$ cat config.mk
export PLATFORM = sky130hd
export DESIGN_NAME = toam_test_observe
export DESIGN_NICKNAME = d
export VERILOG_FILES = /design/src/verilog/toam_pkg.sv /design/src/verilog/toam_test_observe.sv
export VERILOG_INCLUDE_DIRS = /design/src /design/src/verilog
export SDC_FILE = /design/constraint.sdc
export NUM_CORES = 1
export LEC_CHECK = 0
export ABC_CLOCK_PERIOD_IN_PS = 2000
export BUFFER_PORTS_ARGS = -buffer_cell sky130_fd_sc_hd__buf_2
export CORE_AREA = 3 3 139 141
export CTS_CLUSTER_DIAMETER = 100
export DETAILED_ROUTE_END_ITERATION = 7
export DIE_AREA = 0 0 142 144
export GPL_ROUTABILITY_DRIVEN = 0
export SKIP_LAST_GASP = 1
export SYNTH_ARGS = -nofsm -noshare
export SYNTH_HDL_FRONTEND = slang
export SYNTH_SLANG_ARGS = --single-unit
$ cat constraint.sdc
create_clock -name clock -period 2 [get_ports clock]
set_input_delay 0.4 -clock clock [delete_from_list [all_inputs] [get_ports clock]]
set_output_delay 0.4 -clock clock [all_outputs]
set_load 0.1 [all_outputs]
$ cat src/verilog/toam_defs.svh
// Offsets, field positions, reset values and codes of the probe and aux-pin register group.
// Assumes the Wishbone byte address is the register offset times four.
`ifndef TOAM_DEFS_SVH
`define TOAM_DEFS_SVH
`define TOAM_ADDR_W 8
`define TOAM_OFF_SEL_ONE 8'h31
`define TOAM_OFF_SEL_TWO 8'h32
`define TOAM_OFF_BUS_VIEW 8'h35
`define TOAM_OFF_SELF_CHECK 8'h36
`define TOAM_OFF_REVISION 8'h37
`define TOAM_OFF_AUX_SELECT 8'h38
`define TOAM_OFF_RX_STATUS 8'h40
`define TOAM_RST_SELF_CHECK 8'h40
`define TOAM_RST_AUX_SELECT 8'h00
`define TOAM_RST_SEL 8'h00
`define TOAM_REVISION_VALUE 8'h5a
`define TOAM_BIT_NONLINEAR 6
`define TOAM_KEY_HI 3
`define TOAM_KEY_ARMED 4'h9
`define TOAM_KEY_OFF 4'h0
`define TOAM_BUS_SEL_HI 4
`define TOAM_BIT_SEL_HI 2
`define TOAM_PROBE_BUSES 32
`endif

$ cat src/verilog/toam_pkg.sv
// Types shared by the probe and aux-pin register group.
// Assumes the defines header is included where the codes are compared.
package toam_pkg;
  typedef enum logic [3:0] {
    TOAM_SRC_TRISTATE = 4'h0,
    TOAM_SRC_DAC = 4'h1,
    TOAM_SRC_CORR_ONE = 4'h2,
    TOAM_SRC_CORR_TWO = 4'h3,
    TOAM_SRC_MIN_LEVEL = 4'h4,
    TOAM_SRC_ADC_I = 4'h5,
    TOAM_SRC_ADC_Q = 4'h6,
    TOAM_SRC_ADC_IQ = 4'h7,
    TOAM_SRC_PROD = 4'h8,
    TOAM_SRC_CLOCK = 4'h9,
    TOAM_SRC_HIGH = 4'ha,
    TOAM_SRC_LOW = 4'hb,
    TOAM_SRC_TX_ACTIVE = 4'hc,
    TOAM_SRC_RX_ACTIVE = 4'hd,
    TOAM_SRC_SUBCARRIER = 4'he,
    TOAM_SRC_PROBE_BIT = 4'hf
  } toam_src_t;
endpackage

$ cat src/verilog/toam_test_observe.sv
// Probe-bus view, self-check key, revision and aux-pin source selectors on classic Wishbone.
// Assumes analog probe levels arrive as digital stand-ins; async ones except the module clock are synchronised here.
//
// Decided for this implementation: the Wishbone interface to the registers.
`include "toam_defs.svh"
`timescale 1ns/1ps
`default_nettype none
module toam_test_observe #(
  parameter logic [7:0] REVISION = `TOAM_REVISION_VALUE // Arbitrary value
) (
  input wire logic clock,
  input wire logic rst,
  input wire logic wb_cyc_i,
  input wire logic wb_stb_i,
  input wire logic wb_we_i,
  input wire logic [9:0] wb_adr_i,
  input wire logic [3:0] wb_sel_i,
  input wire logic [31:0] wb_dat_i,
  output logic [31:0] wb_dat_o,
  output logic wb_ack_o,
  input wire logic [`TOAM_PROBE_BUSES*8-1:0] probe_buses,
  input wire logic [1:0] probe_dac,
  input wire logic [1:0] correlator_signal,
  input wire logic minimum_signal_level,
  input wire logic adc_i_level,
  input wire logic adc_q_level,
  input wire logic production_signal,
  input wire logic secure_module_clock,
  input wire logic transmit_active_indication,
  input wire logic receive_active_indication,
  input wire logic subcarrier_detect,
  input wire logic self_test_command,
  output logic self_test_start,
  output logic self_test_armed,
  output logic nonlinear_receive_enable,
  output logic nonlinear_threshold_mode,
  output logic analog_probe_pin_one_o,
  output logic analog_probe_pin_one_oe,
  output logic analog_probe_pin_two_o,
  output logic analog_probe_pin_two_oe
);
  localparam int NSIG = 9;
  logic [7:0] self_check_reg;
  logic [7:0] aux_select_reg;
  logic [7:0] sel_one_reg;
  logic [7:0] sel_two_reg;
  logic [7:0] bus_view_reg;
  logic [NSIG-1:0] sync1_reg;
  logic [NSIG-1:0] sync2_reg;
  logic [7:0] rd_next;
  logic [7:0] adr;
  logic access;
  logic wr;
  logic pin_one_reg;
  logic pin_one_oe_reg;
  logic pin_two_reg;
  logic pin_two_oe_reg;
  logic pin_one_clk_reg;
  logic pin_two_clk_reg;
  logic [7:0] probe_sel_bus;

  assign adr = wb_adr_i[9:2];
  assign access = wb_cyc_i && wb_stb_i && !wb_ack_o;
  assign wr = access && wb_we_i && wb_sel_i[0];

  // Async observation inputs except the module clock pass two flip-flops
  always_ff @(posedge clock or posedge rst) begin
    if (rst) begin
      sync1_reg <= '0;
      sync2_reg <= '0;
    end else begin
      sync1_reg <= {subcarrier_detect, receive_active_indication, transmit_active_indication,
                    production_signal, adc_q_level, adc_i_level, minimum_signal_level,
                    correlator_signal};
      sync2_reg <= sync1_reg;
    end
  end

  always_ff @(posedge clock or posedge rst) begin
    if (rst) begin
      wb_ack_o <= 1'b0;
    end else begin
      wb_ack_o <= access;
    end
  end

  // Writable registers; read-only offsets have no write path
  always_ff @(posedge clock or posedge rst) begin
    if (rst) begin
      self_check_reg <= `TOAM_RST_SELF_CHECK;
      aux_select_reg <= `TOAM_RST_AUX_SELECT;
      sel_one_reg <= `TOAM_RST_SEL;
      sel_two_reg <= `TOAM_RST_SEL;
    end else if (wr) begin
      case (adr)
        `TOAM_OFF_SELF_CHECK: begin
          self_check_reg <= {1'b0, wb_dat_i[6], 2'b00, wb_dat_i[3:0]};
        end
        `TOAM_OFF_AUX_SELECT: begin
          aux_select_reg <= wb_dat_i[7:0];
        end
        `TOAM_OFF_SEL_ONE: begin
          sel_one_reg <= {5'h00, wb_dat_i[`TOAM_BIT_SEL_HI:0]};
        end
        `TOAM_OFF_SEL_TWO: begin
          sel_two_reg <= {3'h0, wb_dat_i[`TOAM_BUS_SEL_HI:0]};
        end
        default: begin
        end
      endcase
    end
  end

  // Selected probe bus, sampled each cycle
  assign probe_sel_bus = probe_buses[sel_two_reg[`TOAM_BUS_SEL_HI:0]*8 +: 8];

  always_ff @(posedge clock or posedge rst) begin
    if (rst) begin
      bus_view_reg <= 8'h00;
    end else begin
      bus_view_reg <= probe_sel_bus;
    end
  end

  always_comb begin
    case (adr)
      `TOAM_OFF_BUS_VIEW: rd_next = bus_view_reg;
      `TOAM_OFF_SELF_CHECK: rd_next = self_check_reg;
      `TOAM_OFF_REVISION: rd_next = REVISION;
      `TOAM_OFF_AUX_SELECT: rd_next = aux_select_reg;
      `TOAM_OFF_SEL_ONE: rd_next = sel_one_reg;
      `TOAM_OFF_SEL_TWO: rd_next = sel_two_reg;
      `TOAM_OFF_RX_STATUS: rd_next = {5'h00, sync2_reg[8:6]};
      default: rd_next = 8'h00;
    endcase
  end

  always_ff @(posedge clock or posedge rst) begin
    if (rst) begin
      wb_dat_o <= 32'h0000_0000;
    end else if (access && !wb_we_i) begin
      wb_dat_o <= {24'h00_0000, rd_next};
    end
  end

  // Self-test: armed by key, started by command
  assign self_test_armed = (self_check_reg[`TOAM_KEY_HI:0] == `TOAM_KEY_ARMED);
  always_ff @(posedge clock or posedge rst) begin
    if (rst) begin
      self_test_start <= 1'b0;
    end else begin
      self_test_start <= self_test_command && self_test_armed;
    end
  end

  assign nonlinear_receive_enable = self_check_reg[`TOAM_BIT_NONLINEAR];
  assign nonlinear_threshold_mode = self_check_reg[`TOAM_BIT_NONLINEAR];

  function automatic logic [1:0] route(input logic [3:0] code, input logic dac,
                                       input logic probe_bit);
    logic [1:0] r;
    r = 2'b01;
    case (toam_pkg::toam_src_t'(code))
      toam_pkg::TOAM_SRC_TRISTATE: r = 2'b00;
      toam_pkg::TOAM_SRC_DAC: r = {dac, 1'b1};
      toam_pkg::TOAM_SRC_CORR_ONE: r = {sync2_reg[0], 1'b1};
      toam_pkg::TOAM_SRC_CORR_TWO: r = {sync2_reg[1], 1'b1};
      toam_pkg::TOAM_SRC_MIN_LEVEL: r = {sync2_reg[2], 1'b1};
      toam_pkg::TOAM_SRC_ADC_I: r = {sync2_reg[3], 1'b1};
      toam_pkg::TOAM_SRC_ADC_Q: r = {sync2_reg[4], 1'b1};
      toam_pkg::TOAM_SRC_ADC_IQ: r = {sync2_reg[3] ^ sync2_reg[4], 1'b1};
      toam_pkg::TOAM_SRC_PROD: r = {sync2_reg[5], 1'b1};
      toam_pkg::TOAM_SRC_CLOCK: r = {secure_module_clock, 1'b1};
      toam_pkg::TOAM_SRC_HIGH: r = 2'b11;
      toam_pkg::TOAM_SRC_LOW: r = 2'b01;
      toam_pkg::TOAM_SRC_TX_ACTIVE: r = {sync2_reg[6], 1'b1};
      toam_pkg::TOAM_SRC_RX_ACTIVE: r = {sync2_reg[7], 1'b1};
      toam_pkg::TOAM_SRC_SUBCARRIER: r = {sync2_reg[8], 1'b1};
      toam_pkg::TOAM_SRC_PROBE_BIT: r = {probe_bit, 1'b1};
      default: r = 2'b00;
    endcase
    return r;
  endfunction

  logic probe_bit;
  assign probe_bit = bus_view_reg[sel_one_reg[`TOAM_BIT_SEL_HI:0]];

  // Pin drivers registered. On the clock code only the mux select is registered, so the
  // clock reaches the pin unsampled and every code switches over on the same edge.
  always_ff @(posedge clock or posedge rst) begin
    if (rst) begin
      pin_one_reg <= 1'b0;
      pin_one_oe_reg <= 1'b0;
      pin_two_reg <= 1'b0;
      pin_two_oe_reg <= 1'b0;
      pin_one_clk_reg <= 1'b0;
      pin_two_clk_reg <= 1'b0;
    end else begin
      {pin_one_reg, pin_one_oe_reg} <= route(aux_select_reg[7:4], probe_dac[0], probe_bit);
      {pin_two_reg, pin_two_oe_reg} <= route(aux_select_reg[3:0], probe_dac[1], probe_bit);
      pin_one_clk_reg <= (aux_select_reg[7:4] == toam_pkg::TOAM_SRC_CLOCK);
      pin_two_clk_reg <= (aux_select_reg[3:0] == toam_pkg::TOAM_SRC_CLOCK);
    end
  end

  assign analog_probe_pin_one_o = pin_one_clk_reg ? secure_module_clock : pin_one_reg;
  assign analog_probe_pin_two_o = pin_two_clk_reg ? secure_module_clock : pin_two_reg;
  assign analog_probe_pin_one_oe = pin_one_oe_reg;
  assign analog_probe_pin_two_oe = pin_two_oe_reg;
endmodule
`default_nettype wire
==> metrics.cfg, run 1 <==
[floorplanning]
die_x_um=142
initial_core_util=0.283
rows=49
core_um2=18100
ios=361
die_h_um=144
die_area_um2=20400

[routing]
wl_um=19500
wire_per_inst_um=20.0
vias=4970
drt_iter0_drc=248
dr.pass1.iters=5
viasPerCell=5.10
drc=0
drtAntennaViolNets=0

[power_and_ir_drop]
ir_drop_mv=0.275
p_leak_nw=3.29
total_power_mw=4.04
p_per_area_nw_per_um2=546

[timing]
fin_crit_ns=1.97
finalSetupViolCount=0
grt_setup_unrepaired=true
slew_violations=0
worst_pin_slew_ns=0.677
post-route-period-util=0.984
finClkSkew_ns=0.00609
maxSlewHeadroom=0.547
hold_viol=0
max_freq_mhz=508
finalSetupTns_ns=0

[cells_and_area]
area_growth_syn_to_layout_pct=44.6
drive_above_1_share=0.608
fill_cells=1772
final_nets=1060

[clock_tree]
clockRootBuffer=clkbuf_16
htree_num_levels=3
numCtsBuffers=9
clk_latency_ns=0.33
cts_buffer_depth=2
clkTransAtPathRegs_ns=0.06
tritoncts=yes
clock-sinks=63

[global_routing]
use_met1=0.230
grtUsageMet3=0.0304
grt_pass1_vias=5090
grt_antenna_before_repair=2
grt-ovfl-total=0
grtUsageTotal=0.183
busiest_layer=met2
use_met2=0.322
grt_pass1_wl_um=28300
grt_max_degree=35

[synthesis]
synthTopCellsByArea=dfrtp_1 (30%), mux4_2 (18%), mux2i_1 (7.8%)
synth_cells=431
synth_ff_type=dfrtp_1
synth_edf_count=0
syn-cell-area_um2=5120
ys_async_sr_fraction=1.00
synthTopCellsByCount=dfrtp_1 (62), mux2i_1 (40), mux4_2 (40), buf_4 (32), mux2_2 (26)
syn-mean-instance-area_um2=11.9
synth-seq-area-share=0.308
synth.distinct_cells=59
ys_ff_latch=63
yosys_warnings=0
yosysMostFrequentCell=dfrtp_1
yosysTopAreaCell=dfrtp_1
yosysTopAreaCellShare=0.303

[worst_setup_path]
cp.arrival_ns=2.22
startpoint_type=flop
cp_max_fo=8
end_kind=flop
worstReg2RegStart=sel_two_reg[1]$_DFFE_PP0P_
critPathLaunch=sel_two_reg[1]$_DFFE_PP0P_
path_class=reg2reg
critical_path_required_ns=2.25

[outcome]
status=finished clean

[placement]
dpl.hpwl_um=16500
io_buffers=307

[worst_hold_path]
min_path_type=in2async

[flow_run]
drv_cap=0

-- layout by cell type (no fill, tap or decap), drive strengths merged, types with 3 or more instances in the layout --
master / synthesis / layout
a211oi: 19 / 19
a21oi: 18 / 18
a22o: 8 / 8
a22oi: 9 / 9
a31oi: 4 / 4
and2: 4 / 4
and3: 3 / 3
buf: 53 / 342
clkbuf: 15 / 10
clkinv: 0 / 3
conb: 1 / 24
dfrtp: 62 / 62
inv: 4 / 7
mux2: 26 / 26
mux2i: 40 / 40
mux4: 50 / 50
nand2: 12 / 12
nand2b: 9 / 9
nand3: 3 / 3
nand3b: 6 / 6
nor2: 13 / 13
nor2b: 8 / 8
nor3: 5 / 5
nor4: 3 / 3
o21ai: 8 / 8
o221ai: 10 / 10
o22ai: 9 / 9
-- layer usage --
metal | wire length (um) | part of all wire | up-vias
met5 | 0 | 0 | -
met4 | 401 | 0.021 | 0
met3 | 1080 | 0.055 | 23
met2 | 9980 | 0.51 | 234
met1 | 8060 | 0.41 | 2419
li1 | - | - | 2294
-- power by group --
group / internal [mW] / leakage (nW) / switching, mW
logic: 0.386 / 2.34 / 0.685
registers: 1.33 / 0.796 / 0.0380
clock network: 0.979 / 0.151 / 0.621
-- worst max-delay path: stages (launching register included) --
cell,delay (ns)
dfrtp_4,0.57
buf_12,0.17
or3_2,0.54
o221ai_1,0.34
a211oi_4,0.09
a21oi_1,0.16
-- what timing repair did --
item,4_1_cts,5_1_grt
hold buffers,0,0
endpoints found under the setup margin,5,8
pin swaps,0,5
resized for setup,3,10
setup buffers,1,3
gates cloned,0,1
-- final cells by class --
cell class | instances | area, um2 | share of cell area
multi-input combinational | 319 | 3260 | 0.440
timing repair buffer | 343 | 1950 | 0.264
sequential | 63 | 1580 | 0.214
tap | 229 | 287 | 0.0387
clock buffer | 9 | 225 | 0.0304
clock inverter | 7 | 78.8 | 0.0106
inverter | 4 | 15.0 | 0.00203
antenna | 1 | 2.50 | 0.000338
-- kinds of logic after synthesis --
family / Yosys count / share of synthesized area
multiplexers: 116 / 0.363
AND/OR/NAND/NOR: 82 / 0.0978
flip-flops: 63 / 0.308
buffers and inverters: 72 / 0.0899
other: 1 / 0.000733
AO/OA/AOI/OAI: 97 / 0.141
-- path summary, 6_finish.rpt --
path / endpoint / slack (ns) / depth (start not counted)
setup reg to reg: bus_view_reg[5]$_DFF_PP0_ / 0.03 / 5
hold / removal: self_test_start$_DFF_PP0_ / 0.05 / 2
min in group clock: sync1_reg[3]$_DFF_PP0_ / 0.17 / 1
setup / recovery: bus_view_reg[5]$_DFF_PP0_ / 0.03 / 5
max in group asynchronous: sel_two_reg[0]$_DFFE_PP0P_ / 1.42 / 3
hold reg to reg: sync2_reg[8]$_DFF_PP0_ / 0.34 / 0
-- metrics by stage --
stage                     cells   util  worst slack (ns)  hold WS [ns]  cell area (um2)
after floorplan             454      -            0.0319         0.331             5220
after global placement      953  0.385           -0.0278         0.334             6960
after detailed placement    953  0.385           -0.0566         0.335             6960
after CTS                   970  0.403           -0.0247        0.0513             7300
after global routing        975  0.409           -0.0262        0.0795             7400
final                       975  0.409            0.0314        0.0516             7400
No activity file was read; power rests on OpenSTA's default activity.
==> run 2, diff against run 1 <==
--- a/config.mk
+++ b/config.mk
@@ -8,11 +8,13 @@
 export LEC_CHECK = 0
 export ABC_CLOCK_PERIOD_IN_PS = 2000
 export BUFFER_PORTS_ARGS = -buffer_cell sky130_fd_sc_hd__buf_2
+export CAP_MARGIN = 10
 export CORE_AREA = 3 3 139 141
 export CTS_CLUSTER_DIAMETER = 100
 export DETAILED_ROUTE_END_ITERATION = 7
 export DIE_AREA = 0 0 142 144
 export GPL_ROUTABILITY_DRIVEN = 0
+export REMOVE_ABC_BUFFERS = 1
 export SKIP_LAST_GASP = 1
 export SYNTH_ARGS = -nofsm -noshare
 export SYNTH_HDL_FRONTEND = slang
==> metrics.cfg, run 2 (synthesis gave the netlist of run 1 again) <==
[timing]
post-route-period-util=0.985  ; about the same
layout_setup_ws_ns=0.0300  ; -0.00143 ns
grt_setup_unrepaired=true
finalSetupViolCount=0  ; unchanged
finClkSkew_ns=0.00455  ; -0.00153 ns
finalSetupTns_ns=0  ; unchanged
maxSlewHeadroom=0.527  ; -0.0199
hold_viol=0  ; unchanged
worst_hold_slack_ns=0.131  ; +0.0794 ns
slew_violations=0  ; unchanged
fin_crit_ns=1.97  ; +0.00143 ns
worst_pin_slew_ns=0.708  ; +0.0314 ns
max_freq_mhz=508  ; about the same

[worst_setup_path]
path_class=reg2reg
end_kind=flop
cp_max_fo=12  ; +4
cp.arrival_ns=2.16  ; -0.06 ns
startpoint_type=flop
critical_path_required_ns=2.19  ; -0.06 ns

[placement]
pre_cts_ws_ns=-0.0643  ; -0.00767 ns
placed_area_um2=6910  ; -0.75%
dp_cells=953  ; unchanged
io_buffers=307  ; unchanged
dpl.hpwl_um=16500  ; +0.24%

[global_routing]
grt_pass1_vias=4922  ; -3.3%
grt-ovfl-total=0  ; unchanged
grt_max_degree=64  ; +83%
grt_pass1_wl_um=28300  ; about the same
grt_antenna_before_repair=11  ; +9
grtUsageTotal=0.183  ; +0.000318

[routing]
vias=5046  ; +1.5%
wl_um=19600  ; +0.19%
wire_per_inst_um=20.1  ; +0.50%
drt_iter0_drc=277  ; +12%
drc=0  ; unchanged
viasPerCell=5.19  ; +1.8%
dr.pass1.iters=4  ; -1
drtAntennaViolNets=0  ; unchanged

[power_and_ir_drop]
total_power_mw=3.99  ; -1.4%
p_leak_nw=3.25  ; -1.2%
ir_drop_mv=0.378  ; +38%
p_per_area_nw_per_um2=549  ; +0.49%

[cells_and_area]
final_util=0.402  ; -0.00768
fin_cells=972  ; -0.31%
drive_above_1_share=0.599  ; -0.00941
fill_cells=1773  ; +0.056%
final_area_um2=7260  ; -1.9%
final_cell_mix=buf_2 (306), dfrtp_1 (59), mux4_2 (40), mux2i_1 (40), mux2_2 (26)
area_growth_syn_to_layout_pct=41.9
final_common_cell=buf_2
final_nets=1055  ; -0.47%

[clock_tree]
tritoncts=yes
clock-sinks=63  ; unchanged
clk_latency_ns=0.32  ; about the same
htree_num_levels=3  ; unchanged
cts_buffer_depth=2  ; unchanged
post_cts_buffers=0  ; -1
clkTransAtPathRegs_ns=0.06  ; about the same
clockRootBuffer=clkbuf_16
numCtsBuffers=9  ; unchanged
cts_hold_buf=0  ; unchanged

[outcome]
status=finished clean

[floorplanning]
core_um2=18100  ; unchanged
ios=361  ; unchanged
die_h_um=144  ; unchanged
die_area_um2=20400  ; unchanged
rows=49  ; unchanged
initial_core_util=0.283  ; unchanged
die_x_um=142  ; unchanged

[flow_run]
drv_cap=0  ; unchanged

[worst_hold_path]
min_path_type=in2async

[run 2: worst paths after layout]
path                                                  from                            end  slack, ns  cells past startpoint
worst min-delay path                                   rst         sync1_reg[0]$_DFF_PP0_       0.13                      3
worst max-delay path            sel_two_reg[1]$_DFFE_PP0P_      bus_view_reg[3]$_DFF_PP0_       0.03                      5
worst min register to register      sync1_reg[4]$_DFF_PP0_         sync2_reg[4]$_DFF_PP0_       0.35                      0
min in group clock                             adc_i_level         sync1_reg[3]$_DFF_PP0_       0.18                      1
max in group asynchronous                              rst  self_check_reg[6]$_DFFE_PP1P_       1.56                      3
worst max register to register  sel_two_reg[1]$_DFFE_PP0P_      bus_view_reg[3]$_DFF_PP0_       0.03                      5
[run 2: power by group]
| group | switching, mW | total, mW | leakage [nW] | internal [mW] |
|---|---|---|---|---|
| logic | 0.679 | 1.06 | 2.31 | 0.379 |
| clock network | 0.578 | 1.56 | 0.147 | 0.978 |
| registers | 0.0382 | 1.37 | 0.795 | 1.34 |
[run 2: critical path, stage by stage, from the launching register on]
cell and delay [ns]:
dfrtp_4 0.52, buf_12 0.18, mux4_1 0.58, a22o_1 0.22
a211oi_2 0.24, a21oi_1 0.09
[run 2: timing repair]
item                                   in CTS  in global routing
gates cloned                                0                  0
gates resized for setup                     4                  5
setup endpoints to repair                   4                  8
pin swaps                                   2                  3
endpoints found under the hold margin       0                  0
[run 2: cell type report]
type / instances / area [um2] / share of cell area
sequential: 63 / 1590 / 0.218
clock buffer: 9 / 225 / 0.0310
multi-input combinational: 319 / 3210 / 0.441
timing repair buffer: 338 / 1860 / 0.256
clock inverter: 7 / 77.6 / 0.0107
tap: 229 / 287 / 0.0394
inverter: 4 / 15.0 / 0.00207
antenna: 3 / 7.51 / 0.00103
[run 2: routing by layer]
metal	GRT usage	vias up	routed length, um
met5	0	-	92
met1	0.238	2472	7850
met4	0.0293	16	213
li1	-	2290	-
met2	0.302	236	9450
met3	0.0635	32	1960
